===== src/verilog/serial_unit_pkg.sv =====
// Register map, field layout, reset values and bus carriers of the serial unit
package serial_unit_pkg;
  localparam int ADDR_W = 8;
  // Byte offsets of the register words
  localparam logic [7:0] OFS_MODE = 8'h00;
  localparam logic [7:0] OFS_BRATE = 8'h04;
  localparam logic [7:0] OFS_CTRL = 8'h08;
  localparam logic [7:0] OFS_TDR = 8'h0C;
  localparam logic [7:0] OFS_STAT = 8'h10;
  localparam logic [7:0] OFS_RDR = 8'h14;
  // Reset values
  localparam logic [7:0] RST_MODE = 8'h00;
  localparam logic [7:0] RST_BRATE = 8'hFF;
  localparam logic [7:0] RST_CTRL = 8'h00;
  localparam logic [7:0] RST_TDR = 8'hFF;
  localparam logic [7:0] RST_RDR = 8'h00;
  // Mode register fields
  localparam int MODE_COM = 7;
  localparam int MODE_CHR = 6;
  localparam int MODE_PE = 5;
  localparam int MODE_PM = 4;
  localparam int MODE_STOP = 3;
  localparam int MODE_MP = 2;
  localparam int MODE_CKS_HI = 1;
  localparam int MODE_CKS_LO = 0;
  // Control register fields
  localparam int CTRL_TE = 5;
  localparam int CTRL_RE = 4;
  localparam int CTRL_MPBT = 0;
  // Status register fields
  localparam int ST_TX_BUFFER_EMPTY_FLAG = 7;
  localparam int ST_RDRF = 6;
  localparam int ST_OER = 5;
  localparam int ST_FER = 4;
  localparam int ST_PER = 3;
  localparam int ST_TEND = 2;
  localparam int ST_MPB = 1;
  // Baud source select codes
  localparam logic [1:0] CKS_DIV1 = 2'h0;
  localparam logic [1:0] CKS_DIV2 = 2'h1;
  localparam logic [1:0] CKS_DIV16 = 2'h2;
  // Index of last data bit per character length
  localparam logic [2:0] LAST_8 = 3'h7;
  localparam logic [2:0] LAST_7 = 3'h6;
  localparam logic [2:0] LAST_5 = 3'h4;
  // Oversample ticks per bit, and the mid point of a start bit
  localparam logic [3:0] OS_LAST = 4'hF;
  localparam logic [3:0] OS_MID = 4'h7;
  localparam logic [1:0] RESP_OKAY = 2'h0;
  localparam logic [1:0] RESP_SLVERR = 2'h2;

  typedef enum logic [2:0] {
    TX_IDLE = 3'h0, TX_START = 3'h1, TX_DATA = 3'h3, TX_EXTRA = 3'h2, TX_STOP1 = 3'h6, TX_STOP2 = 3'h7
  } tx_state_e;
  typedef enum logic [2:0] {
    RX_IDLE = 3'h0, RX_START = 3'h1, RX_DATA = 3'h3, RX_EXTRA = 3'h2, RX_STOP = 3'h6
  } rx_state_e;

  typedef struct packed {
    logic [ADDR_W-1:0] awaddr;
    logic awvalid;
    logic [31:0] wdata;
    logic [3:0] wstrb;
    logic wvalid;
    logic bready;
    logic [ADDR_W-1:0] araddr;
    logic arvalid;
    logic rready;
  } axil_req_s;
  typedef struct packed {
    logic awready;
    logic wready;
    logic [1:0] bresp;
    logic bvalid;
    logic arready;
    logic [31:0] rdata;
    logic [1:0] rresp;
    logic rvalid;
  } axil_rsp_s;
endpackage : serial_unit_pkg

===== src/verilog/serial_tx_path_frame_format.sv =====
// Dual-mode serial unit: transmit path, frame format, small receiver and register slave
`timescale 1ns/1ps

// Summary of operation
// - Shift register sends each character on the transmit pin, bit 0 first.
// - After a character ends, a waiting buffered byte is loaded and sent at once.
// - No load from the buffer while the buffer-empty flag is 1.
// - Shift register is invisible to software, filled only from the buffer.
// - 8-bit transmit buffer, always accessible, all ones on reset and standby.
// - 8-bit mode register, always accessible, zero on reset and standby.
// - Mode bit 7: 0 asynchronous, 1 clocked synchronous.
// - Bit 6 picks 8 or 7 data bits in async; sync is always 8.
// - 7-bit characters drop buffer bit 7.
// - Parity-enable plus multiprocessor gives 5-bit characters, dropping bits 7 to 5.
// - Bit 5 adds and checks parity in async only.
// - Bit 4 picks even or odd parity, only when parity applies.
// - Parity makes data plus parity ones even or odd; receiver checks the same.
// - Bit 3 appends one or two high stop bits in async; none in sync.
// - Receiver checks the first stop bit only; a following low is a new start.
// - Bit 2 enables multiprocessor function, async only.
// - Bits 1 and 0 pick baud source: clock, /2, /16 or /64.
module serial_tx_path_frame_format (
  input wire logic clock,
  input wire logic reset_n,
  input wire logic standby,
  input wire serial_unit_pkg::axil_req_s bus_req,
  output serial_unit_pkg::axil_rsp_s bus_rsp,
  input wire logic serial_rx_pin,
  output logic serial_tx_pin
);
  import serial_unit_pkg::*;

  logic [7:0] mode_q, brate_q, ctrl_q, tdr_q, rdr_q;
  logic tx_buffer_empty_flag_q, tend_q, rdrf_q, oer_q, fer_q, per_q, mpb_q;
  logic awready_q, wready_q, bvalid_q, arready_q, rvalid_q;
  logic [1:0] bresp_q, rresp_q;
  logic [31:0] rdata_q, rdata_d;
  logic [ADDR_W-1:0] waddr_q;
  logic [7:0] wdata_q;
  logic wlane_q;
  logic [5:0] pre_q;
  logic [7:0] brc_q;
  tx_state_e tx_q, tx_d;
  logic frame_end;
  logic [3:0] tph_q, rph_q;
  logic [2:0] tbit_q, rbit_q, tx_last_q;
  logic [7:0] tsr_q, rsr_q;
  logic tx_extra_q, tx_has_extra_q, tx_two_q, tx_sync_q, txd_q;
  rx_state_e rx_q;
  logic rx_s1_q, rx_s2_q, rx_extra_q;

  // Bus handshakes
  wire aw_hs = bus_req.awvalid && awready_q;
  wire w_hs = bus_req.wvalid && wready_q;
  wire ar_hs = bus_req.arvalid && arready_q;
  wire b_hs = bvalid_q && bus_req.bready;
  wire r_hs = rvalid_q && bus_req.rready;
  // Both halves of a write held, answer not yet given
  wire do_write = !awready_q && !wready_q && !bvalid_q;

  // Write decode on the held address
  wire [5:0] widx = waddr_q[ADDR_W-1:2];
  wire wr_mode = do_write && wlane_q && widx == OFS_MODE[7:2];
  wire wr_brate = do_write && wlane_q && widx == OFS_BRATE[7:2];
  wire wr_ctrl = do_write && wlane_q && widx == OFS_CTRL[7:2];
  wire wr_tdr = do_write && wlane_q && widx == OFS_TDR[7:2];
  wire wr_stat = do_write && wlane_q && widx == OFS_STAT[7:2];
  wire w_mapped = widx == OFS_MODE[7:2] || widx == OFS_BRATE[7:2] || widx == OFS_CTRL[7:2]
    || widx == OFS_TDR[7:2] || widx == OFS_STAT[7:2] || widx == OFS_RDR[7:2];
  wire [5:0] ridx = bus_req.araddr[ADDR_W-1:2];
  wire rd_rdr = ar_hs && ridx == OFS_RDR[7:2];

  // Frame format selected by the mode register
  wire fmt_sync = mode_q[MODE_COM];
  wire fmt_par = !fmt_sync && mode_q[MODE_PE];
  wire fmt_mp = !fmt_sync && mode_q[MODE_MP];
  wire fmt_five = fmt_par && fmt_mp;
  wire fmt_two = mode_q[MODE_STOP];
  wire fmt_odd = mode_q[MODE_PM];
  wire [2:0] fmt_last = fmt_sync ? LAST_8 : fmt_five ? LAST_5 : mode_q[MODE_CHR] ? LAST_7 : LAST_8;
  wire [7:0] fmt_mask = 8'hFF >> (LAST_8 - fmt_last);
  wire [7:0] tx_data = tdr_q & fmt_mask;
  wire tx_parity = (^tx_data) ^ fmt_odd;
  // Multiprocessor bit takes the parity slot unless parity is also on
  wire tx_extra = (fmt_mp && !fmt_par) ? ctrl_q[CTRL_MPBT] : tx_parity;

  // Baud source prescale and bit-rate divider give the oversample tick
  wire [1:0] cks = {mode_q[MODE_CKS_HI], mode_q[MODE_CKS_LO]};
  wire pre_tick = cks == CKS_DIV1 ? 1'b1 : cks == CKS_DIV2 ? pre_q[0] : cks == CKS_DIV16 ? &pre_q[3:0] : &pre_q;
  wire os_tick = pre_tick && brc_q == 8'h00;
  wire tbit_end = os_tick && tph_q == OS_LAST;

  always_ff @(posedge clock or negedge reset_n) begin
    if (!reset_n) begin
      pre_q <= 6'h00;
      brc_q <= RST_BRATE;
    end else begin
      pre_q <= pre_q + 6'h01;
      if (pre_tick) brc_q <= (brc_q == 8'h00) ? brate_q : brc_q - 8'h01;
    end
  end

  // Load only with a byte waiting; a write in flight defers the load one cycle
  wire tx_load_ok = ctrl_q[CTRL_TE] && !tx_buffer_empty_flag_q && !wr_tdr && !standby;

  // Transmit sequencer
  always_comb begin
    tx_d = tx_q;
    frame_end = 1'b0;
    case (tx_q)
      TX_IDLE: if (tx_load_ok) tx_d = fmt_sync ? TX_DATA : TX_START;
      TX_START: if (tbit_end) tx_d = TX_DATA;
      TX_DATA: if (tbit_end && tbit_q == tx_last_q) begin
        if (tx_sync_q) frame_end = 1'b1;
        else tx_d = tx_has_extra_q ? TX_EXTRA : TX_STOP1;
      end
      TX_EXTRA: if (tbit_end) tx_d = TX_STOP1;
      TX_STOP1: if (tbit_end) begin
        if (tx_two_q) tx_d = TX_STOP2;
        else frame_end = 1'b1;
      end
      TX_STOP2: if (tbit_end) frame_end = 1'b1;
      default: tx_d = TX_IDLE;
    endcase
    // Chain straight into the next waiting byte
    if (frame_end) tx_d = tx_load_ok ? (fmt_sync ? TX_DATA : TX_START) : TX_IDLE;
  end
  wire tx_load = (tx_q == TX_IDLE || frame_end) && tx_load_ok;

  // Pin level per state; one cycle behind the state, same for every bit
  wire txd_d = tx_q == TX_START ? 1'b0 : tx_q == TX_DATA ? tsr_q[0] : tx_q == TX_EXTRA ? tx_extra_q : 1'b1;

  always_ff @(posedge clock or negedge reset_n) begin
    if (!reset_n) begin
      tx_q <= TX_IDLE;
      tph_q <= 4'h0;
      tbit_q <= 3'h0;
      tsr_q <= 8'h00;
      tx_last_q <= LAST_8;
      {tx_extra_q, tx_has_extra_q, tx_two_q, tx_sync_q} <= 4'h0;
      txd_q <= 1'b1;
    end else if (standby) begin
      tx_q <= TX_IDLE;
      txd_q <= 1'b1;
    end else begin
      tx_q <= tx_d;
      txd_q <= txd_d;
      if (tx_load) begin
        tsr_q <= tx_data;
        tph_q <= 4'h0;
        tbit_q <= 3'h0;
        tx_last_q <= fmt_last;
        tx_extra_q <= tx_extra;
        tx_has_extra_q <= fmt_par || fmt_mp;
        tx_two_q <= fmt_two && !fmt_sync;
        tx_sync_q <= fmt_sync;
      end else if (tx_q != TX_IDLE && os_tick) begin
        tph_q <= tph_q + 4'h1;
        if (tbit_end && tx_q == TX_DATA) begin
          tsr_q <= {1'b0, tsr_q[7:1]};
          tbit_q <= tbit_q + 3'h1;
        end
      end
    end
  end

  // Receive pin synchroniser
  always_ff @(posedge clock or negedge reset_n) begin
    if (!reset_n) begin
      rx_s1_q <= 1'b1;
      rx_s2_q <= 1'b1;
    end else begin
      rx_s1_q <= serial_rx_pin;
      rx_s2_q <= rx_s1_q;
    end
  end

  // Async receiver; sync reception needs the clock pin, so it stays idle there
  wire rx_go = rx_q == RX_IDLE && ctrl_q[CTRL_RE] && !fmt_sync && !rx_s2_q;
  wire rx_mid = os_tick && rph_q == OS_MID;
  wire rx_samp = os_tick && rph_q == OS_LAST;
  wire rx_done = rx_q == RX_STOP && rx_samp;
  wire rx_par_bad = fmt_par && ((^(rsr_q & fmt_mask)) ^ rx_extra_q ^ fmt_odd);

  always_ff @(posedge clock or negedge reset_n) begin
    if (!reset_n) begin
      rx_q <= RX_IDLE;
      rph_q <= 4'h0;
      rbit_q <= 3'h0;
      rsr_q <= 8'h00;
      rx_extra_q <= 1'b0;
    end else if (standby) begin
      rx_q <= RX_IDLE;
    end else begin
      if (rx_q != RX_IDLE && os_tick) rph_q <= rph_q + 4'h1;
      case (rx_q)
        RX_IDLE: if (rx_go) begin
          rx_q <= RX_START;
          rph_q <= 4'h0;
          rsr_q <= 8'h00;
          rbit_q <= 3'h0;
        end
        RX_START: if (rx_mid) begin
          rx_q <= rx_s2_q ? RX_IDLE : RX_DATA;
          rph_q <= 4'h0;
        end
        RX_DATA: if (rx_samp) begin
          rsr_q[rbit_q] <= rx_s2_q;
          rbit_q <= rbit_q + 3'h1;
          if (rbit_q == fmt_last) rx_q <= (fmt_par || fmt_mp) ? RX_EXTRA : RX_STOP;
        end
        RX_EXTRA: if (rx_samp) begin
          rx_extra_q <= rx_s2_q;
          rx_q <= RX_STOP;
        end
        // Only the first stop bit is looked at
        RX_STOP: if (rx_samp) rx_q <= RX_IDLE;
        default: rx_q <= RX_IDLE;
      endcase
    end
  end

  // Software registers; standby restores the initial values of mode and transmit buffer, not bit rate or control
  always_ff @(posedge clock or negedge reset_n) begin
    if (!reset_n) begin
      mode_q <= RST_MODE;
      tdr_q <= RST_TDR;
      brate_q <= RST_BRATE;
      ctrl_q <= RST_CTRL;
    end else if (standby) begin
      mode_q <= RST_MODE;
      tdr_q <= RST_TDR;
    end else begin
      if (wr_mode) mode_q <= wdata_q;
      if (wr_tdr) tdr_q <= wdata_q;
      if (wr_brate) brate_q <= wdata_q;
      if (wr_ctrl) ctrl_q <= wdata_q;
    end
  end

  // Status flags; hardware set wins over software clear
  always_ff @(posedge clock or negedge reset_n) begin
    if (!reset_n) begin
      tx_buffer_empty_flag_q <= 1'b1;
      tend_q <= 1'b1;
      {rdrf_q, oer_q, fer_q, per_q, mpb_q} <= 5'h00;
      rdr_q <= RST_RDR;
    end else if (standby) begin
      tx_buffer_empty_flag_q <= 1'b1;
      tend_q <= 1'b1;
    end else begin
      if (tx_load) tx_buffer_empty_flag_q <= 1'b1;
      else if (wr_tdr) tx_buffer_empty_flag_q <= 1'b0;
      if (frame_end && !tx_load) tend_q <= 1'b1;
      else if (wr_tdr || tx_load) tend_q <= 1'b0;
      if (rx_done && !rdrf_q) begin
        rdr_q <= rsr_q;
        mpb_q <= rx_extra_q && fmt_mp && !fmt_par;
      end
      rdrf_q <= (rx_done && !rdrf_q) || (rdrf_q && !rd_rdr);
      oer_q <= (rx_done && rdrf_q) || (oer_q && !(wr_stat && wdata_q[ST_OER]));
      fer_q <= (rx_done && !rx_s2_q) || (fer_q && !(wr_stat && wdata_q[ST_FER]));
      per_q <= (rx_done && rx_par_bad) || (per_q && !(wr_stat && wdata_q[ST_PER]));
    end
  end

  // Read decode; shift register has no address
  always_comb begin
    rdata_d = 32'h0000_0000;
    if (ridx == OFS_MODE[7:2]) rdata_d[7:0] = mode_q;
    else if (ridx == OFS_BRATE[7:2]) rdata_d[7:0] = brate_q;
    else if (ridx == OFS_CTRL[7:2]) rdata_d[7:0] = ctrl_q;
    else if (ridx == OFS_TDR[7:2]) rdata_d[7:0] = tdr_q;
    else if (ridx == OFS_STAT[7:2]) rdata_d[7:0] = {tx_buffer_empty_flag_q, rdrf_q, oer_q, fer_q, per_q, tend_q, mpb_q, 1'b0};
    else if (ridx == OFS_RDR[7:2]) rdata_d[7:0] = rdr_q;
  end
  wire r_mapped = ridx <= OFS_RDR[7:2];

  // Bus slave: address and data held independently, answer after both
  always_ff @(posedge clock or negedge reset_n) begin
    if (!reset_n) begin
      {awready_q, wready_q, arready_q} <= 3'h7;
      {bvalid_q, rvalid_q} <= 2'h0;
      bresp_q <= RESP_OKAY;
      rresp_q <= RESP_OKAY;
      rdata_q <= 32'h0000_0000;
      waddr_q <= '0;
      wdata_q <= 8'h00;
      wlane_q <= 1'b0;
    end else begin
      if (aw_hs) waddr_q <= bus_req.awaddr;
      if (w_hs) begin
        wdata_q <= bus_req.wdata[7:0];
        wlane_q <= bus_req.wstrb[0];
      end
      awready_q <= aw_hs ? 1'b0 : (b_hs ? 1'b1 : awready_q);
      wready_q <= w_hs ? 1'b0 : (b_hs ? 1'b1 : wready_q);
      if (do_write) begin
        bvalid_q <= 1'b1;
        bresp_q <= w_mapped ? RESP_OKAY : RESP_SLVERR;
      end else if (b_hs) bvalid_q <= 1'b0;
      if (ar_hs) begin
        arready_q <= 1'b0;
        rvalid_q <= 1'b1;
        rdata_q <= rdata_d;
        rresp_q <= r_mapped ? RESP_OKAY : RESP_SLVERR;
      end else if (r_hs) begin
        arready_q <= 1'b1;
        rvalid_q <= 1'b0;
      end
    end
  end

  assign bus_rsp.awready = awready_q;
  assign bus_rsp.wready = wready_q;
  assign bus_rsp.bresp = bresp_q;
  assign bus_rsp.bvalid = bvalid_q;
  assign bus_rsp.arready = arready_q;
  assign bus_rsp.rdata = rdata_q;
  assign bus_rsp.rresp = rresp_q;
  assign bus_rsp.rvalid = rvalid_q;
  assign serial_tx_pin = txd_q;
endmodule : serial_tx_path_frame_format


===== config.mk =====
export PLATFORM = sky130hd
export DESIGN_NAME = serial_tx_path_frame_format
export DESIGN_NICKNAME = d
export VERILOG_FILES = /design/src/verilog/serial_unit_pkg.sv /design/src/verilog/serial_tx_path_frame_format.sv
export SDC_FILE = /design/constraint.sdc
export NUM_CORES = 1
export LEC_CHECK = 0
export BUFFER_PORTS_ARGS = -buffer_cell sky130_fd_sc_hd__buf_2
export CELL_PAD_IN_SITES_DETAIL_PLACEMENT = 0
export CELL_PAD_IN_SITES_GLOBAL_PLACEMENT = 2
export CORE_ASPECT_RATIO = 0.5
export CORE_MARGIN = 2
export CORE_UTILIZATION = 41
export CTS_BUF_LIST = sky130_fd_sc_hd__clkbuf_2 sky130_fd_sc_hd__clkbuf_4 sky130_fd_sc_hd__clkbuf_8
export DETAILED_ROUTE_END_ITERATION = 8
export GPL_ROUTABILITY_DRIVEN = 0
export GPL_TIMING_DRIVEN = 1
export PLACE_DENSITY = 0.94
export SLEW_MARGIN = 20
export SYNTH_ARGS = -nofsm -noshare
export SYNTH_HDL_FRONTEND = slang
export SYNTH_SLANG_ARGS = --single-unit

===== constraint.sdc =====
create_clock -name clock -period 3.3 [get_ports clock]
set_input_delay 0 -clock clock [delete_from_list [all_inputs] [get_ports clock]]
set_output_delay 0 -clock clock [all_outputs]
set_load 0.01 [all_outputs]

# Yosys cells after proc, flatten, opt, wreduce, memory -nomap -nowiden
# Index checks and enable logic that the tools add are counted.
# classes
n_addsub	7
mul	0
n_div	0
n_lt_le_gt_ge	3
eq_ne	42
shifts	1
mux	89
n_bitwise	6
n_reduce_logical	111
# ops
op	count
2-to-1 mux 8 bit	16
2-to-1 mux 3 bit	23
logical AND 1 bit	51
2-to-1 mux 1 bit	30
inequality test 4 bit (second input constant)	7
equality test 6 x 2 -> 1 bit (second input constant)	4
equality test 6 x 3 -> 1 bit (second input constant)	4
inequality test 3 bit (second input constant)	7
2-to-1 mux 4 bit	5
one-hot mux 3 bit (6 select lines)	1
nonzero test 2 bit	9
bitwise AND 8 bit	2
one-hot mux 8 bit (2 select lines)	1
parity 8 bit	2
logical NOT 1 bit	15
one-hot mux 3 bit (5 select lines)	1
2-to-1 mux 2 bit	7
equality test 3 x 2 -> 1 bit (second input constant)	4
equality test 6 x 1 -> 1 bit (second input constant)	2
logical NOT 6 bit	2
logical OR 1 bit	12
AND reduction 6 bit	2
nonzero test 3 bit	4
AND reduction 2 bit	5
30 further kinds	43
# totals
reg_bits	142
latchBits	0
ram_bits	0
romBits	0
in_bits	61
out_inout_bits	42
elab_cells	301
memories	0

# Logic depth before layout (Yosys ltp)
# depth
word_depth	15
depth_mapped	9
ltp_nobuf	8

# Worst setup path before layout
# Ideal clock, no wire load.
# synth_path
kind	register -> register
startpoint	reg pre_q[0]
endpoint	reg rdr_q[0]
setup_ns	0.125
t_arrival_ns	2.120
required_ns	3.175
setup_slack_ns	1.056
path_stages_with_launch	7
path_buffers	0
synth_period_minus_slack_ns	2.244
path_cell_list	dfrtp_1 > ha_1 > nand3_1 > a32oi_2 > nand3_4 > nor4_4 > mux2_2
# synth_between
elab_chain_cells	9
word_cells_on_any_way	10
cone_classes	3 x mux; 7 x reduce/logical
# synth_lines
item	line	source
from (decl)	serial_tx_path_frame_format.sv:41	logic [5:0] pre_q;
from (signal assigned)	serial_tx_path_frame_format.sv:98	pre_q <= pre_q + 6'h01;
AND reduction 6 bit or AND reduction 4 bit (tied branches)	serial_tx_path_frame_format.sv:89	wire pre_tick = cks == CKS_DIV1 ? 1'b1 : cks == CKS_DIV2 ? pre_q[0] : cks == CKS_DIV16 ? &pre_q[3:0] : &pre_q;
2-to-1 mux 1 bit	serial_tx_path_frame_format.sv:89	
2-to-1 mux 1 bit * (2 in a row)	serial_tx_path_frame_format.sv:89	
logical AND 1 bit *	serial_tx_path_frame_format.sv:90	wire os_tick = pre_tick && brc_q == 8'h00;
logical AND 1 bit *	serial_tx_path_frame_format.sv:181	wire rx_samp = os_tick && rph_q == OS_LAST;
logical AND 1 bit *	serial_tx_path_frame_format.sv:182	wire rx_done = rx_q == RX_STOP && rx_samp;
logical AND 1 bit *	serial_tx_path_frame_format.sv:256	if (rx_done && !rdrf_q) begin
AND reduction 2 bit (no line) *	--	
to (signal assigned)	serial_tx_path_frame_format.sv:257	rdr_q <= rsr_q;
to (decl)	serial_tx_path_frame_format.sv:33	logic [7:0] mode_q, brate_q, ctrl_q, tdr_q, rdr_q;
# Mark *: on every way between the ends. The rest lies on a longest branch, timed or not.
# A chain may end at the register's enable or synchronous reset.

# Worst setup path in the final report
# layout_path
startpoint	reg brc_q[0]
endpoint	reg tbit_q[1]
# layout_between
elab_chain_cells	10
word_cells_on_any_way	16
cone_classes	5 x mux; 11 x reduce/logical
# layout_lines
item	line	source
from (decl)	serial_tx_path_frame_format.sv:42	logic [7:0] brc_q;
from (signal assigned)	serial_tx_path_frame_format.sv:99	if (pre_tick) brc_q <= (brc_q == 8'h00) ? brate_q : brc_q - 8'h01;
logical NOT 8 bit *	serial_tx_path_frame_format.sv:90	
logical AND 1 bit *	serial_tx_path_frame_format.sv:90	
logical AND 1 bit	serial_tx_path_frame_format.sv:91	wire tbit_end = os_tick && tph_q == OS_LAST;
logical AND 1 bit	serial_tx_path_frame_format.sv:113	TX_DATA: if (tbit_end && tbit_q == tx_last_q) begin
2-to-1 mux 1 bit	serial_tx_path_frame_format.sv:113	
one-hot mux 1 bit (3 select lines)	serial_tx_path_frame_format.sv:110	case (tx_q)
logical OR 1 bit	serial_tx_path_frame_format.sv:128	wire tx_load = (tx_q == TX_IDLE || frame_end) && tx_load_ok;
logical AND 1 bit	serial_tx_path_frame_format.sv:128	
nonzero test 2 bit (no line)	--	
AND reduction 3 bit (no line)	--	
to (signal assigned)	serial_tx_path_frame_format.sv:161	tbit_q <= tbit_q + 3'h1;
to (decl)	serial_tx_path_frame_format.sv:46	logic [2:0] tbit_q, rbit_q, tx_last_q;
# Marked as above.

==> metrics.csv <==
metric;value;unit
n_diodes;0;
Distinct cells, synth;64;
worst clock skew;0.0188;ns
# DRC;0;
CTS Hold Bufs;29;
crit path max fanout;11;
Die W;191;um
switching power;1.48;mW
GRT Resource Usage Total;19.3;%
final core utilization;48.1;%
Syn Inst Count;696;
DP Wirelength;12000;um
synth cell count leaders;dfrtp_1 (103), nand2_1 (67), mux2_2 (50), o21ai_0 (46), nor2_1 (44);
status;completed;
Pleak;3.58;nW
Slew Limit Fails;0;
core area;17300;sq um
syn_area_per_cell;10.3;sq um
Finish-stage setup viols;0;
root buf cell;clkbuf_8;
starting density of the core;41.7;%
1st-pass router iterations;6;
post-CTS setup buffers;0;
antenna violations before repair;0;
Max Fclk;0.385;GHz
Clock Power Share;31.6;%
sequential share of power;50.8;%
Setup WS pre-CTS;0.694;ns
die area;18700;sq um
wire per inst;17.1;um
period utilization;78.6;%
setup repair after global routing missed its margin;no;
#FFs+latches synth;137;
Num CTS Buffers;17;
Vias;5469;
via/cell ratio;5.39;
total negative slack;0;ns
area of the multi-input gates;3400;sq um
H-Tree Depth;4;
final net count;835;
post-cts resize count;0;
Fillers;1617;
final hold vios;0;
EDFF count, synth;0;
PortBufs;45;
min Tclk post-route;2.59;ns
post-synth top area share;35.8;%
Final WS setup;0.706;ns
CP arrival;2.98;ns
global route overflow;0;
routed wire length;17400;um
layout cells sized above 1;24.8;%
Internal Power;3.20;mW
register area;3470;sq um
Ports;103;
clock tree sinks;137;
Final ANT Viol Nets;0;
Max Cap Viol;0;
Layout Area Growth over Synthesis;15.4;%
hold crit path type;in2reg;
Clock transition at path regs;0.09;ns
Req. time, crit path;3.69;ns
row count;34;
slew margin rel.;33.2;%
vias in the first global route;5287;
CTS max path bufs;2;
chip height;97.7;um
CTS tree;done;
sw frac;31.6;%
Async SR Flop Fraction;100;%
most frequent cell after synthesis;dfrtp_1;
Gate power share;17.5;%
crit end category;flop;
cell taking the most area after synthesis;dfrtp_1;
later-pin clock latency in the skew report;0.45;ns
global-route wire length before repair;28300;um
synth top area cells;dfrtp_1 (36%), dfstp_2 (12%), mux2_2 (7.8%), nand2_1 (3.5%), mux2i_1 (3.5%);
Ys Warns;0;
maximum vdd drop;318;uV
Cell Area, Synth;7200;sq um
Primary FF master, synth;dfrtp_1;
Initial DRC Count;315;
Slew @ Worst Pin;0.997;ns
PwrDens;563;nW/um^2
sequential share of the synthesized area;48.2;%
CP Launch Type;flop;
CP Class;reg2reg;
largest net degree at the start of global routing;89;
==> per-stage QoR <==
stage	power, mW	cell area, sq um	std cells	hold WS (ns)
after global placement	3.14	7590	954	0.106
final	4.68	8310	1015	0.175
after floorplan	2.88	7290	721	-0.296
after global routing	4.92	8310	1015	0.179
after detailed placement	3.18	7590	954	0.107
after CTS	4.69	8300	1015	0.127
==> state kept, by name, indices dropped and copies added (netlist names), 2 cells and up <==
| name | flops |
|---|---|
| brate_q | 8 |
| brc_q | 8 |
| ctrl_q | 8 |
| mode_q | 8 |
| pre_q | 6 |
| rbit_q | 3 |
| rdata_q | 8 |
| rdr_q | 8 |
| rph_q | 4 |
| rsr_q | 8 |
| rx_q | 3 |
| tbit_q | 3 |
| tdr_q | 8 |
| tph_q | 4 |
| tsr_q | 8 |
| tx_last_q | 2 |
| tx_q | 3 |
| waddr_q | 6 |
| wdata_q | 8 |
==> cell type report <==
cell class / count / share of cell area, %
Sequential cell: 137 / 41.8
Multi-Input combinational cell: 502 / 41.0
Timing Repair Buffer: 90 / 7.73
Tap cell: 234 / 3.52
Clock buffer: 17 / 2.82
Clock inverter: 15 / 2.27
Inverter: 20 / 0.904
==> critical path, stage by stage, from the launching register on <==
cell	delay, ns
dfstp_2	0.40
inv_1	0.05
ha_1	0.18
nor4b_4	0.29
nand2_1	0.29
nor3_2	0.42
nand2_1	0.42
a21oi_1	0.31
a32o_1	0.16
==> path summary, 6_finish.rpt <==
kind | from | to | slack [ns] | cells after the start
worst max register to register | brc_q[0]$_DFFE_PN1P_ | tbit_q[1]$_DFFE_PN0P_ | 0.71 | 8
max in group asynchronous | reset_n | tdr_q[4]$_DFFE_PN1P_ | 2.14 | 3
worst min-delay path | bus_req[7] | rdrf_q$_DFFE_PN0N_ | 0.17 | 4
worst max-delay path | brc_q[0]$_DFFE_PN1P_ | tbit_q[1]$_DFFE_PN0P_ | 0.71 | 8
worst min register to register | rx_s1_q$_DFF_PN1_ | rx_s2_q$_DFF_PN1_ | 0.36 | 0
min in group asynchronous | reset_n | rbit_q[0]$_DFFE_PN0P_ | 0.18 | 2
==> placed cells by master (no fill, tap or decap), types with 7 or more instances in the layout <==
master,instances
a211o_1,8
a211oi_1,7
a21oi_1,32
a222oi_1,8
a31oi_1,7
buf_2,44
buf_4,16
clkbuf_8,17
conb_1,26
dfrtp_1,103
dfstp_2,34
dlygate4sd3_1,29
inv_1,20
mux2_2,50
mux2i_1,25
nand2_1,67
nand2b_1,7
nand3_1,16
nand3b_1,9
nor2_1,44
nor2b_1,19
nor3_1,8
nor4_1,7
o21ai_0,46
or3_1,8
xnor2_1,17
==> logic make-up after synthesis <==
kind of cell             synth area share, %
AND/OR/NAND/NOR                         17.3
AO/OA/AOI/OAI                           13.4
flip-flops                              48.2
buffers and inverters                   5.93
multiplexers                            11.3
XOR/XNOR                                2.80
adder cells (fa/ha/maj)                 1.04
other                                 0.0521
==> metal layers <==
| metal | vias up | share of wire, % | track usage, % | wire length [um] |
|---|---|---|---|---|
| met1 | 2728 | 51 | 28.8 | 8790 |
| met3 | 24 | 4.1 | 3.43 | 720 |
| met5 | - | 0 | 0 | 0 |
| met4 | 0 | 1.6 | 6.21 | 283 |
| li1 | 2600 | - | - | - |
| met2 | 117 | 44 | 28.4 | 7570 |
==> power groups by stage <==
stage	Sequential, mW	Clock [mW]	Combinational, mW
after floorplan	2.25	0	0.630
after global placement	2.38	0	0.755
after detailed placement	2.39	0	0.781
after CTS	2.36	1.51	0.822
after global routing	2.42	1.58	0.914
final	2.38	1.48	0.820
No activity file was read; power rests on OpenSTA's default activity.
